[config.mk]
export PLATFORM = sky130hd
export DESIGN_NAME = osc_ctrl
export DESIGN_NICKNAME = d
export VERILOG_FILES = /design/src/osc_pkg.sv /design/src/osc_edge_sync.sv /design/src/osc_stab_counter.sv /design/src/osc_ctrl.sv
export SDC_FILE = /design/constraint.sdc
export NUM_CORES = 1
export LEC_CHECK = 0
export ABC_AREA = 0
export BUFFER_PORTS_ARGS = -buffer_cell sky130_fd_sc_hd__buf_2
export CAP_MARGIN = 10
export CORE_MARGIN = 3
export CORE_UTILIZATION = 45
export CTS_CLUSTER_DIAMETER = 50
export DETAILED_ROUTE_END_ITERATION = 12
export PLACE_DENSITY = 0.66
export SETUP_SLACK_MARGIN = 0.3
export SYNTH_ARGS = -nofsm -noshare
export SYNTH_HDL_FRONTEND = slang
export SYNTH_SLANG_ARGS = --single-unit
[constraint.sdc]
create_clock -name clk_sys -period 4.2 [get_ports clk_sys]
set_input_delay 1.26 -clock clk_sys [delete_from_list [all_inputs] [get_ports clk_sys]]
set_output_delay 1.26 -clock clk_sys [all_outputs]
set_load 0.03 [all_outputs]
[src/osc_pkg.sv]
// Shared constants and types for the oscillator run control and stabilization status block
package osc_pkg;

    // ****************************************************************
    // Register addresses on the CPU memory bus
    // ****************************************************************
    localparam int          ADDR_W         = 20;
    localparam logic [19:0] ADDR_PIN_MODE  = 20'hfffa0;
    localparam logic [19:0] ADDR_STOP_CTL  = 20'hfffa1;
    localparam logic [19:0] ADDR_STAB_STAT = 20'hfffa2;
    localparam logic [19:0] ADDR_STAB_SEL  = 20'hfffa3;

    // ****************************************************************
    // Reset values and writable-bit masks
    // ****************************************************************
    localparam logic [7:0] PIN_MODE_RST  = 8'h00;
    localparam logic [7:0] STOP_CTL_RST  = 8'hc0;
    localparam logic [7:0] STAB_STAT_RST = 8'h00;
    localparam logic [2:0] STAB_SEL_RST  = 3'h7;
    localparam logic [7:0] PIN_MODE_MASK = 8'hd1;
    localparam logic [7:0] STOP_CTL_MASK = 8'hc1;
    localparam logic [7:0] RD_NONE       = 8'h00;
    localparam logic [4:0] STAB_SEL_PAD  = 5'h00;

    // ****************************************************************
    // Field positions
    // ****************************************************************
    localparam int PM_EXT_CLK_SEL = 7;
    localparam int PM_OSC_PIN_SEL = 6;
    localparam int PM_SUB_PIN_SEL = 4;
    localparam int PM_HIGH_GAIN   = 0;
    localparam int SC_HS_STOP     = 7;
    localparam int SC_SUB_STOP    = 6;
    localparam int SC_INT_STOP    = 0;
    localparam int STAB_SEL_MSB   = 2;

    // ****************************************************************
    // Stabilization counter
    // ****************************************************************
    localparam int STAB_BITS = 8;
    localparam int CNT_W     = 19;
    localparam logic [18:0] CNT_ZERO = 19'h00000;
    localparam logic [18:0] CNT_ONE  = 19'h00001;
    // Threshold per selection code; code k drives status bit 7-k
    localparam logic [18:0] STAB_THR [STAB_BITS] = '{
        19'h00100, 19'h00200, 19'h00400, 19'h00800,
        19'h02000, 19'h08000, 19'h20000, 19'h40000
    };

    // High-speed pin mode, one-hot
    typedef enum logic [2:0] {
        HS_PORT = 3'b001,
        HS_XTAL = 3'b010,
        HS_EXT  = 3'b100
    } osc_hs_mode_t;

    // Stabilization counter state, one-hot
    typedef enum logic [2:0] {
        CNT_IDLE = 3'b001,
        CNT_RUN  = 3'b010,
        CNT_DONE = 3'b100
    } osc_cnt_state_t;

endpackage

[src/osc_edge_sync.sv]
// Two-flop synchronizer with rising-edge pulse for the X1 clock pin
`timescale 1ns/10ps
`default_nettype none
module osc_edge_sync (
    input  wire logic clk_sys,
    input  wire logic rst,
    input  wire logic async_in,
    output logic      rise
);
    import osc_pkg::*;

    logic meta;
    logic sync;
    logic sync_d;

    // ****************************************************************
    // Synchronizer; meta is read only by sync
    // ****************************************************************
    always_ff @(posedge clk_sys or posedge rst) begin
        if (rst) begin
            meta   <= 1'b0;
            sync   <= 1'b0;
            sync_d <= 1'b0;
        end else begin
            meta   <= async_in;
            sync   <= meta;
            sync_d <= sync;
        end
    end

    // X1 tops out well below half the system rate, so no edge is missed
    assign rise = sync & ~sync_d;

endmodule
`default_nettype wire

[src/osc_stab_counter.sv]
// Oscillation stabilization counter with thermometer-coded status
`timescale 1ns/10ps
`default_nettype none
module osc_stab_counter #(
    parameter int unsigned THR_DIV_LOG2 = 0
) (
    input  wire logic       clk_sys,
    input  wire logic       rst,
    input  wire logic       clear,
    input  wire logic       run,
    input  wire logic       x1_edge,
    input  wire logic [2:0] sel,
    output logic [7:0]      status,
    output logic            done
);
    import osc_pkg::*;

    osc_cnt_state_t state;
    logic [18:0]    count;
    logic [18:0]    limit;

    // Selected stop point, shortened only in simulation
    assign limit = STAB_THR[sel] >> THR_DIV_LOG2;

    // ****************************************************************
    // Count X1 edges up to the selected time
    // ****************************************************************
    always_ff @(posedge clk_sys or posedge rst) begin
        if (rst) begin
            state <= CNT_IDLE;
            count <= CNT_ZERO;
        end else if (clear) begin
            state <= CNT_IDLE;
            count <= CNT_ZERO;
        end else begin
            unique case (state)
                CNT_IDLE: begin
                    if (run) begin
                        state <= CNT_RUN;
                    end
                end
                CNT_RUN: begin
                    if (count >= limit) begin
                        state <= CNT_DONE;
                    end else if (run && x1_edge) begin
                        count <= count + CNT_ONE;
                    end
                end
                CNT_DONE: begin
                    state <= CNT_DONE;
                end
            endcase
        end
    end

    // ****************************************************************
    // Sticky status bits, bit 7 carries the shortest threshold
    // Rising thresholds make the bits fill as a thermometer
    // ****************************************************************
    for (genvar k = 0; k < STAB_BITS; k++) begin : g_stat
        always_ff @(posedge clk_sys or posedge rst) begin
            if (rst) begin
                status[STAB_BITS-1-k] <= 1'b0;
            end else if (clear) begin
                status[STAB_BITS-1-k] <= 1'b0;
            end else if (count >= (STAB_THR[k] >> THR_DIV_LOG2)) begin
                status[STAB_BITS-1-k] <= 1'b1;
            end
        end
    end

    assign done = (state == CNT_DONE);

endmodule
`default_nettype wire

[src/osc_ctrl.sv]
// Oscillator run control registers and stabilization status, top level
`timescale 1ns/10ps
`default_nettype none

module osc_ctrl #(
    parameter int unsigned THR_DIV_LOG2 = 0
) (
    input  wire logic                  clk_sys,
    input  wire logic                  rst,
    input  wire logic [19:0]           bus_addr,
    input  wire logic                  bus_wr,
    input  wire logic                  bus_rd,
    input  wire logic                  bus_byte,
    input  wire logic [2:0]            bus_bit,
    input  wire logic [7:0]            bus_wdata,
    output logic [7:0]                 bus_rdata,
    input  wire logic                  stop_mode,
    input  wire logic                  x1_clk_in,
    output var osc_pkg::osc_hs_mode_t  hs_pin_mode,
    output logic                       x1_osc_run,
    output logic                       ext_clk_valid,
    output logic                       xt1_osc_run,
    output logic                       hio_run,
    output logic                       high_gain,
    output logic                       pin_mode_locked,
    output logic                       stab_done
);
    import osc_pkg::*;

    logic [7:0]   pin_mode;
    logic [7:0]   stop_ctl;
    logic [2:0]   stab_sel;
    logic [7:0]   stab_stat;
    logic         pin_mode_written;
    logic         x1_edge;
    logic         stab_clear;
    logic         stab_run;
    logic         wr_pin_mode;
    logic         wr_stop_ctl;
    logic         wr_stab_sel;
    logic [7:0]   next_stop_ctl;
    logic [7:0]   next_rdata;
    osc_hs_mode_t next_mode;

    // ****************************************************************
    // Address decode
    // ****************************************************************
    // Bit writes only touch registers that allow them
    assign wr_pin_mode = bus_wr && (bus_addr == ADDR_PIN_MODE) && bus_byte;
    assign wr_stop_ctl = bus_wr && (bus_addr == ADDR_STOP_CTL);
    assign wr_stab_sel = bus_wr && (bus_addr == ADDR_STAB_SEL) && bus_byte;

    // Bit write merges one data bit into the old byte
    always_comb begin
        next_stop_ctl = stop_ctl;
        if (bus_byte) begin
            next_stop_ctl = bus_wdata;
        end else begin
            next_stop_ctl[bus_bit] = bus_wdata[0];
        end
        next_stop_ctl = next_stop_ctl & STOP_CTL_MASK;
    end

    // ****************************************************************
    // Pin mode register, write once
    // ****************************************************************
    // The lock guards pin modes against a runaway loop
    always_ff @(posedge clk_sys or posedge rst) begin
        if (rst) begin
            pin_mode         <= PIN_MODE_RST;
            pin_mode_written <= 1'b0;
        end else if (wr_pin_mode && !pin_mode_written) begin
            pin_mode         <= bus_wdata & PIN_MODE_MASK;
            pin_mode_written <= 1'b1;
        end
    end

    // ****************************************************************
    // Stop control register
    // ****************************************************************
    always_ff @(posedge clk_sys or posedge rst) begin
        if (rst) begin
            stop_ctl <= STOP_CTL_RST;
        end else if (wr_stop_ctl) begin
            stop_ctl <= next_stop_ctl;
        end
    end

    // ****************************************************************
    // Stabilization time select register
    // ****************************************************************
    // Changing it mid-count moves the stop point; software must wait
    always_ff @(posedge clk_sys or posedge rst) begin
        if (rst) begin
            stab_sel <= STAB_SEL_RST;
        end else if (wr_stab_sel) begin
            stab_sel <= bus_wdata[STAB_SEL_MSB:0];
        end
    end

    // ****************************************************************
    // Read path
    // ****************************************************************
    // Bit reads get the whole byte; the CPU picks its bit
    always_comb begin
        next_rdata = RD_NONE;
        if (bus_rd) begin
            if (bus_addr == ADDR_PIN_MODE) begin
                next_rdata = pin_mode;
            end else if (bus_addr == ADDR_STOP_CTL) begin
                next_rdata = stop_ctl;
            end else if (bus_addr == ADDR_STAB_STAT) begin
                next_rdata = stab_stat;
            end else if (bus_addr == ADDR_STAB_SEL) begin
                next_rdata = {STAB_SEL_PAD, stab_sel};
            end
        end
    end

    always_ff @(posedge clk_sys or posedge rst) begin
        if (rst) begin
            bus_rdata <= RD_NONE;
        end else begin
            bus_rdata <= next_rdata;
        end
    end

    // ****************************************************************
    // Oscillator control outputs
    // ****************************************************************
    // Select bit low forces port mode whatever the external bit says
    always_comb begin
        next_mode = HS_PORT;
        if (pin_mode[PM_OSC_PIN_SEL]) begin
            next_mode = pin_mode[PM_EXT_CLK_SEL] ? HS_EXT : HS_XTAL;
        end
    end

    // Registered so the analog controls never see decode glitches
    always_ff @(posedge clk_sys or posedge rst) begin
        if (rst) begin
            hs_pin_mode   <= HS_PORT;
            x1_osc_run    <= 1'b0;
            ext_clk_valid <= 1'b0;
            xt1_osc_run   <= 1'b0;
            hio_run       <= 1'b1;
            high_gain     <= 1'b0;
        end else begin
            hs_pin_mode   <= next_mode;
            x1_osc_run    <= (next_mode == HS_XTAL) && !stop_ctl[SC_HS_STOP] && !stop_mode;
            ext_clk_valid <= (next_mode == HS_EXT) && !stop_ctl[SC_HS_STOP] && !stop_mode;
            xt1_osc_run   <= pin_mode[PM_SUB_PIN_SEL] && !stop_ctl[SC_SUB_STOP];
            hio_run       <= !stop_ctl[SC_INT_STOP] && !stop_mode;
            high_gain     <= pin_mode[PM_HIGH_GAIN];
        end
    end

    assign pin_mode_locked = pin_mode_written;

    // ****************************************************************
    // Stabilization counter
    // ****************************************************************
    // Stop mode holds the count cleared; its release restarts counting
    assign stab_clear = stop_mode || stop_ctl[SC_HS_STOP];
    assign stab_run   = (next_mode == HS_XTAL) && !stop_ctl[SC_HS_STOP] && !stop_mode;

    osc_edge_sync u_x1_sync (
        .clk_sys  (clk_sys),
        .rst      (rst),
        .async_in (x1_clk_in),
        .rise     (x1_edge)
    );

    osc_stab_counter #(
        .THR_DIV_LOG2 (THR_DIV_LOG2)
    ) u_stab (
        .clk_sys (clk_sys),
        .rst     (rst),
        .clear   (stab_clear),
        .run     (stab_run),
        .x1_edge (x1_edge),
        .sel     (stab_sel),
        .status  (stab_stat),
        .done    (stab_done)
    );
endmodule
`default_nettype wire

==> results.rst, run 1 <==
.. list-table::
   :header-rows: 1

   * - Metric
     - Value
   * - Slowest stage cell on the critical path
     - sky130_fd_sc_hd__dfstp_2
   * - Fin crit share
     - 0.734
   * - Layout area overhead
     - 15.8%
   * - Final layout net count
     - roughly 410
   * - Worst min-delay path class
     - flip-flop to flip-flop
   * - Via density
     - approximately 5.7
   * - Sum of overflow across all layers after global routing
     - 0
   * - Most used standard cells in the synthesized netlist
     - sky130_fd_sc_hd__dfrtp_1, sky130_fd_sc_hd__nor2_1, sky130_fd_sc_hd__nand2_1, sky130_fd_sc_hd__a21oi_1, sky130_fd_sc_hd__nand3_1
   * - Sequential cell area
     - between 0.0015 and 0.002 mm²
   * - Number of fill cells
     - 649
   * - Clock sink total
     - 60
   * - Instance count along the most critical hold path
     - 0
   * - Max-Slew Margin vs Limit
     - 0.445
   * - Overall Global Routing Usage
     - 0.184
   * - Iteration-0 DRC Markers
     - 134
   * - Final HPWL DP
     - about 5200 µm
   * - Antenna Diode Count
     - 0
   * - Share of cells above drive strength 1
     - 0.278
   * - Cells along the critical path
     - or3b_2 -> ha_1 -> nand2_1 -> or4_4 -> o211ai_4 -> nor2_1 -> a41o_1
   * - Leakage power figure
     - around 1.7 nW
   * - Post-CTS repair timing setup buffer count
     - 0
   * - Worst slew pin tran
     - 0.830 ns
   * - Last weighted congestion value of the routability-driven placer
     - 0.821
   * - Post-synth top area cell
     - sky130_fd_sc_hd__dfrtp_1
   * - Most instantiated library cell after synthesis
     - sky130_fd_sc_hd__dfrtp_1
   * - Worst Setup End Kind
     - flip-flop
   * - Post-Synthesis Cell Area
     - roughly 0.0032 mm²
   * - Total power divided by cell area
     - ~320 mW/mm²
   * - Setup WS pre-CTS
     - 1.09 ns
   * - Clock root buffer
     - sky130_fd_sc_hd__clkbuf_8
   * - Proportion of synthesized area in mux cells
     - 0.0600
   * - Combinational family with the most area after synthesis
     - simple AND/OR/NAND/NOR gates
   * - Type of the worst setup path
     - flip-flop to flip-flop
   * - Data arrival time of the critical path
     - around 3.3 ns
   * - Maximum number of pins on one net before global-route repair
     - 48
   * - Length in cells of the worst reg-to-reg path
     - 7
   * - Via count
     - ~2700
   * - Synthesis Warnings
     - 0
   * - Worst Setup Start Kind
     - flip-flop
   * - Routed WL per cell
     - around 15 µm
   * - Area of the core region
     - about 0.0069 mm²
   * - Start point of the worst min-delay path
     - u_x1_sync.meta
   * - Initial DRT Pass Iterations
     - 5
   * - Xor and xnor area share after synthesis
     - 0.00271
   * - Post-synthesis sequential element count
     - 60
   * - Unique masters post-synth
     - 56
   * - Share of the synthesized area in the top cell type
     - 0.402
   * - Dominant register cell in the synthesized netlist
     - sky130_fd_sc_hd__dfrtp_1
   * - Clock-pin slew of the registers on the worst-case setup and hold paths
     - approximately 0.07 ns
   * - Simple-gate share of the synthesized area
     - 0.272
   * - Wire length of the first global-routing pass
     - 12200 µm
   * - Compound-Gate Fraction of Synth Area
     - 0.120
   * - Setup repair after global routing missed its margin
     - no
   * - Width of the die
     - ~90 µm
   * - Maximum clock skew at final layout
     - approximately 0.0088 ns
   * - Sequential cell area fraction in the yosys report
     - 0.467
   * - Io pins
     - 56
   * - Layout Utilization
     - 0.545
   * - EDFF count, synth
     - 0
   * - Max Root-Sink Buffers
     - 2
   * - Clock tree from TritonCTS
     - built
   * - Max Cap Viol
     - 0
   * - Initial standard-cell utilization of the core
     - 0.471
   * - Largest fanout on the critical path
     - 26
   * - Multi-input combinational cell area
     - 0.00160 mm²
   * - Setup_tns
     - 0 ns
   * - Height of the die
     - 90.8 µm
   * - Clock network latency to the later pin of the worst-skew pair
     - ~0.33 ns
   * - Max Slew Vio Count
     - 0
   * - Cells resized by post-CTS repair
     - 0
   * - CTS H-tree depth
     - 3
   * - Area of the die
     - slightly above 0.008 mm²
   * - Launching instance or port of the critical path
     - stab_sel[1]
   * - Start of the worst register-to-register path
     - stab_sel[1]
   * - Remaining DRCs
     - 0
   * - Peak supply drop
     - approximately 0.16 mV
   * - Total wirelength of the detailed-routed design
     - 7120 µm
   * - Final worst slack
     - between 1 and 1.5 ns
   * - Setup Viol. Count Final
     - 0
   * - Adder-Cell Fraction of Synth Area
     - 0.0387
   * - Share of async-settable or async-resettable flops after synthesis
     - 1.00
   * - Design Area, Final
     - between 0.003 and 0.004 mm²
   * - Endpoint required time on the critical path
     - between 4 and 5 ns
   * - Number of buffers inserted by hold repair at cts
     - 0
   * - Number of buffers inserted during clock tree synthesis
     - 9
   * - Std cell rows
     - 30
   * - Post-Syn Instances
     - about 320
   * - Total nets after synthesis
     - roughly 360
   * - Cell types occupying the most area after synthesis
     - sky130_fd_sc_hd__dfrtp_1, sky130_fd_sc_hd__dfstp_2, sky130_fd_sc_hd__nor2_1, sky130_fd_sc_hd__ha_1, sky130_fd_sc_hd__mux2_2
   * - Stage delay of the slowest cell on the critical path
     - ~0.62 ns
   * - Number of global-route vias before repair
     - about 2600
   * - Syn avg cell area
     - approximately 10 µm²
   * - Final Hold Fails
     - 0
   * - Placed Area
     - 0.00354 mm²
   * - Outcome
     - finished, final reports clean
   * - Post-layout min period
     - roughly 3 ns
   * - Port-buffer cells
     - between 50 and 60
   * - Initial antenna violation count
     - 0
   * - Number of antenna-violating nets in the routed design
     - 0
   * - Achievable clock frequency
     - about 320 MHz
[cells in the final DEF (no fill, tap or decap), types with 2 or more instances in the layout]
cell type and instances:
sky130_fd_sc_hd__buf_2 53, sky130_fd_sc_hd__dfrtp_1 52, sky130_fd_sc_hd__nor2_1 34, sky130_fd_sc_hd__nand2_1 22, sky130_fd_sc_hd__a21oi_1 13, sky130_fd_sc_hd__nand3_1 12
sky130_fd_sc_hd__o31ai_1 11, sky130_fd_sc_hd__or4_1 11, sky130_fd_sc_hd__inv_1 10, sky130_fd_sc_hd__ha_1 10, sky130_fd_sc_hd__nor3_1 9, sky130_fd_sc_hd__mux2_2 9
sky130_fd_sc_hd__clkbuf_8 9, sky130_fd_sc_hd__dfstp_2 8, sky130_fd_sc_hd__nand4_1 7, sky130_fd_sc_hd__mux2i_1 7, sky130_fd_sc_hd__o21ai_0 6, sky130_fd_sc_hd__nand3b_1 6
sky130_fd_sc_hd__or3_1 6, sky130_fd_sc_hd__and3_1 6, sky130_fd_sc_hd__and4_1 5, sky130_fd_sc_hd__nor4_1 5, sky130_fd_sc_hd__and2_1 4, sky130_fd_sc_hd__a21oi_2 4
sky130_fd_sc_hd__nor2b_1 4, sky130_fd_sc_hd__nand4bb_1 3, sky130_fd_sc_hd__o21a_1 3, sky130_fd_sc_hd__a41o_1 3, sky130_fd_sc_hd__clkinv_4 3, sky130_fd_sc_hd__o31a_1 2
sky130_fd_sc_hd__nor3b_1 2, sky130_fd_sc_hd__nand4b_1 2, sky130_fd_sc_hd__a22oi_1 2
[metal layers]
metal	vias to the layer above	GRT usage	routed length (µm)
met5	-	0	0
met4	0	0.0931	153
met3	14	0.0450	534
met2	96	0.289	3330
met1	1278	0.235	3100
li1	1282	-	-
[critical path: cells and delay by family (launching register included)]
family	cells	cell delay, ns
AOI/OAI and AO/OA	2	0.79
adders and majority gates	1	0.32
DFF	1	0.62
and+or+nand+nor	4	1.24
[stage by stage]
step,hold slack [ns],power [mW],cells
finish,0.355,1.19,467
global route,0.387,1.24,467
CTS,0.363,1.20,467
detailed placement,0.346,0.682,451
global placement,0.333,0.681,451
floorplan,0.331,0.653,316
[flip-flops by register name, indices dropped and copies added, names as in the netlist]
signal	flops
hs_pin_mode	3
bus_rdata	8
stab_sel	3
xt1_osc_run	1
u_x1_sync.sync_d	1
x1_osc_run	1
pin_mode_locked	1
stop_ctl	3
high_gain	1
u_x1_sync.sync	1
ext_clk_valid	1
u_stab.status	8
hio_run	1
u_stab.state	3
u_x1_sync.meta	1
u_stab.count	19
pin_mode	4
[worst paths after layout]
path / slack (ns) / endpoint
worst max-delay path: 1.12 / u_stab.count[15]
worst min-delay path: 0.36 / u_x1_sync.sync
worst max register to register: 1.12 / u_stab.count[15]
worst min register to register: 0.36 / u_x1_sync.sync
max in group asynchronous: 2.46 / bus_rdata[2]
min in group asynchronous: 0.87 / u_stab.count[6]
[where the power goes]
part	switching [mW]	internal (mW)
clock	0.236	0.279
sequential	0.00770	0.587
combinational	0.0474	0.0284
[area by class of cell]
cell class	instances	share of cell area
Sequential cell	60	0.404
Clock buffer	10	0.0341
Multi-Input combinational cell	230	0.427
Timing Repair Buffer	54	0.0729
Inverter	11	0.0110
Tap cell	96	0.0321
Clock inverter	6	0.0194
[kinds of logic after synthesis]
logic type | after synthesis
XOR/XNOR | 1
AND/OR/NAND/NOR | 149
buffers and inverters | 26
adder cells (fa/ha/maj) | 10
multiplexers | 17
flip-flops | 60
AO/OA/AOI/OAI | 53
No activity file was read; power rests on OpenSTA's default activity.
==> run 2, diff against run 1 <==
clock period = 3 ns   (was 4.2 ns; I/O delays follow)
==> run 2 against run 1 <==
Effect of this change: critical path type unchanged; core utilization up 1.1 points; highest routed layer unchanged; critical path depth is 1 higher; worst setup slack worse by 0.76 ns; non-clock buffer count up 5; total power is 35% higher.
==> results.rst, run 2 (synthesis results as in run 1) <==
.. list-table::
   :header-rows: 1

   * - Metric
     - Value
   * - Antenna Diode Count
     - 0 (unchanged)
   * - Post-layout min period
     - 2.64 ns (-0.439 ns)
   * - Reg-to-reg slack, setup
     - 0.36 ns (-0.76 ns)
   * - Initial DRT Pass Iterations
     - 4 (-1)
   * - Leakage power figure
     - 1.69 nW (+2.4%)
   * - Worst slew pin tran
     - 0.474 ns (-0.355 ns)
   * - Peak supply drop
     - 0.308 mV (+95%)
   * - Final layout net count
     - 419 (+1.2%)
   * - R2r endpoint
     - u_stab.count[15]
   * - Sum of overflow across all layers after global routing
     - 0 (unchanged)
   * - Setup WS pre-CTS
     - 0.315 ns (-0.779 ns)
   * - Start of the worst register-to-register path
     - stab_sel[1]
   * - Length in cells of the worst reg-to-reg path
     - 8 (+1)
   * - Iteration-0 DRC Markers
     - 164 (+22%)
   * - Clock network latency to the later pin of the worst-skew pair
     - 0.34 ns (about the same)
   * - Max Slew Vio Count
     - 0 (unchanged)
   * - Total wirelength of the detailed-routed design
     - 7140 µm (+0.25%)
   * - Maximum number of pins on one net before global-route repair
     - 61 (+27%)
   * - Achievable clock frequency
     - 378 MHz (+17%)
   * - Worst min-delay path class
     - flip-flop to flip-flop
   * - Max-Slew Margin vs Limit
     - 0.681 (+0.236)
   * - Clock sink total
     - 60 (unchanged)
   * - Outcome
     - finished, final reports clean
   * - Remaining DRCs
     - 0 (unchanged)
   * - Setup_tns
     - 0 ns (unchanged)
   * - Routed WL per cell
     - 15.1 µm (-0.81%)
   * - Number of antenna-violating nets in the routed design
     - 0 (unchanged)
   * - Wire length of the first global-routing pass
     - 12500 µm (+2.6%)
   * - Initial standard-cell utilization of the core
     - 0.471 (unchanged)
   * - Net switching power
     - 0.387 mW (+33%)
   * - CTS H-tree depth
     - 3 (unchanged)
   * - Std cell rows
     - 30 (unchanged)
   * - Internal Dissipation
     - 1.21 mW (+35%)
   * - Registers with the most flip-flops
     - u_stab.count (19), bus_rdata (8), u_stab.status (8)
   * - Final Hold Fails
     - 0 (unchanged)
   * - Instance count along the most critical hold path
     - 0 (unchanged)
   * - Clock-pin slew of the registers on the worst-case setup and hold paths
     - 0.06 ns (about the same)
   * - Total power divided by cell area
     - 419 mW/mm² (+32%)
   * - Power share of the combinational group
     - 0.070 (+0.006)
   * - Port-buffer cells
     - 53 (unchanged)
   * - Final worst slack
     - 0.356 ns (-0.761 ns)
   * - Stage delay of the slowest cell on the critical path
     - 0.56 ns (-0.06 ns)
   * - Setup Viol. Count Final
     - 0 (unchanged)
   * - Height of the die
     - 90.8 µm (unchanged)
   * - Register with the most flip-flops
     - u_stab.count
   * - Placed Cells
     - 456 (+1.1%)
   * - Layout Cells excl Fill
     - 472 (+1.1%)
   * - Fin crit share
     - 0.881 (+0.147)
   * - Last weighted congestion value of the routability-driven placer
     - 0.830 (+1.1%)
   * - Start point of the worst min-delay path
     - u_x1_sync.meta
   * - Max Cap Viol
     - 0 (unchanged)
   * - Area of the die
     - 0.00824 mm² (unchanged)
   * - Clock root buffer
     - sky130_fd_sc_hd__clkbuf_8
   * - Hold WS
     - 0.353 ns (-0.00195 ns)
   * - Layout area overhead
     - 18.1%
   * - Setup repair after global routing missed its margin
     - yes
   * - Number of flip-flops in the largest register
     - 19 (unchanged)
   * - Largest fanout on the critical path
     - 26 (unchanged)
   * - Area of the core region
     - 0.00687 mm² (unchanged)
   * - Maximum clock skew at final layout
     - 0.00469 ns (-0.00414 ns)
   * - Io pins
     - 56 (unchanged)
   * - Seq pwr share
     - 0.522 (+0.020)
   * - Share of cells above drive strength 1
     - 0.298 (+0.0202)
   * - Worst Hold Path EP
     - u_x1_sync.sync
   * - Via density
     - 5.68 (-0.73%)
   * - Most frequent cells in the layout
     - sky130_fd_sc_hd__buf_2, sky130_fd_sc_hd__dfrtp_1, sky130_fd_sc_hd__nor2_1
   * - Worst Setup Start Kind
     - flip-flop
   * - Initial antenna violation count
     - 0 (unchanged)
   * - Type of the worst setup path
     - flip-flop to flip-flop
   * - Max Root-Sink Buffers
     - 2 (unchanged)
   * - Switching part of the total
     - 0.242 (-0.00343)
   * - Final HPWL DP
     - 5130 µm (-0.78%)
   * - Via count
     - 2679 (+0.34%)
   * - Cells along the critical path
     - or3b_4 -> ha_4 -> nand2_1 -> or4_4 -> o211ai_4 -> buf_12 -> nor2_1 -> a41o_1
   * - Number of buffers inserted during clock tree synthesis
     - 9 (unchanged)
   * - Post-CTS repair timing setup buffer count
     - 0 (unchanged)
   * - Clock network power share
     - 0.408 (-0.026)
   * - Data arrival time of the critical path
     - 2.87 ns (-0.44 ns)
   * - Overall Global Routing Usage
     - 0.188 (+0.00454)
   * - Number of global-route vias before repair
     - 2625 (+1.9%)
   * - Most common cell after layout, fill and taps aside
     - sky130_fd_sc_hd__buf_2
   * - Endpoint required time on the critical path
     - 3.23 ns (-1.20 ns)
   * - Slowest stage cell on the critical path
     - sky130_fd_sc_hd__dfstp_2
   * - Width of the die
     - 90.8 µm (unchanged)
   * - Clock tree from TritonCTS
     - built
   * - Worst Setup End Kind
     - flip-flop
[run 2: cell types whose count changed in the layout (fill, tap and decap cells not counted), sizes merged]
cell      before  now
bufinv         1    0
buf           54   59
clkinvlp       1    0
clkbuf        10   12
clkinv         3    4
inv           12   11
[run 2: layout make-up]
| class | instances | area (µm²) |
|---|---|---|
| clock buffer | 12 | 155 |
| clock inverter | 4 | 23.8 |
| fill | 615 | 3050 |
| inverter | 11 | 41.3 |
| multi-input combinational | 230 | 1630 |
| sequential | 60 | 1510 |
| tap | 96 | 120 |
| timing repair buffer | 59 | 335 |
[run 2: worst max-delay path by stage]
stage / startpoint / to / slack (ns) / cells after the start
6_report: stab_sel[1] / u_stab.count[15] / 0.36 / 8
5_1_grt: stab_sel[1] / u_stab.count[15] / 0.26 / 8
4_1_cts: stab_sel[1] / u_stab.count[15] / 0.34 / 8
3_5_place_dp: stab_sel[1] / u_stab.count[5] / 0.32 / 7
3_3_place_gp: stab_sel[1] / u_stab.count[5] / 0.35 / 7
2_1_floorplan: stab_sel[1] / u_stab.count[15] / 0.36 / 9
[run 2: power groups by stage]
stage	logic (mW)	registers [mW]	clock network, mW
after floorplan	0.0665	0.847	0
after global placement	0.113	0.848	0
after detailed placement	0.114	0.848	0
after CTS	0.114	0.833	0.670
after global routing	0.129	0.836	0.708
final	0.112	0.834	0.652
[run 2: what timing repair did]
action	4_1_cts	5_1_grt
hold buffers	0	0
gates resized for setup	1	2
setup endpoints to repair	2	10
[run 2: worst max-delay path, delay by kind of cell, from the launching register on]
family	cells	cell delay, ns
AOI/OAI and AO/OA	2	0.43
adders and majority gates	1	0.28
buffers and inverters	1	0.18
DFF	1	0.56
and+or+nand+nor	4	1.07
[run 2: through the flow]
stage / power, mW / util / cell area [µm²]
2_1_floorplan: 0.914 / - / 3250
3_5_place_dp: 0.962 / 0.527 / 3620
6_report: 1.60 / 0.556 / 3820
4_1_cts: 1.62 / 0.553 / 3800
3_3_place_gp: 0.960 / 0.527 / 3620
5_1_grt: 1.67 / 0.556 / 3820
[run 2: per-layer routing]
layer | wire length (µm) | GRT usage | share of wire
met2 | 3370 | 0.303 | 0.47
met5 | 0 | 0 | 0
met4 | 118 | 0.0676 | 0.017
met3 | 461 | 0.0567 | 0.065
met1 | 3190 | 0.241 | 0.45
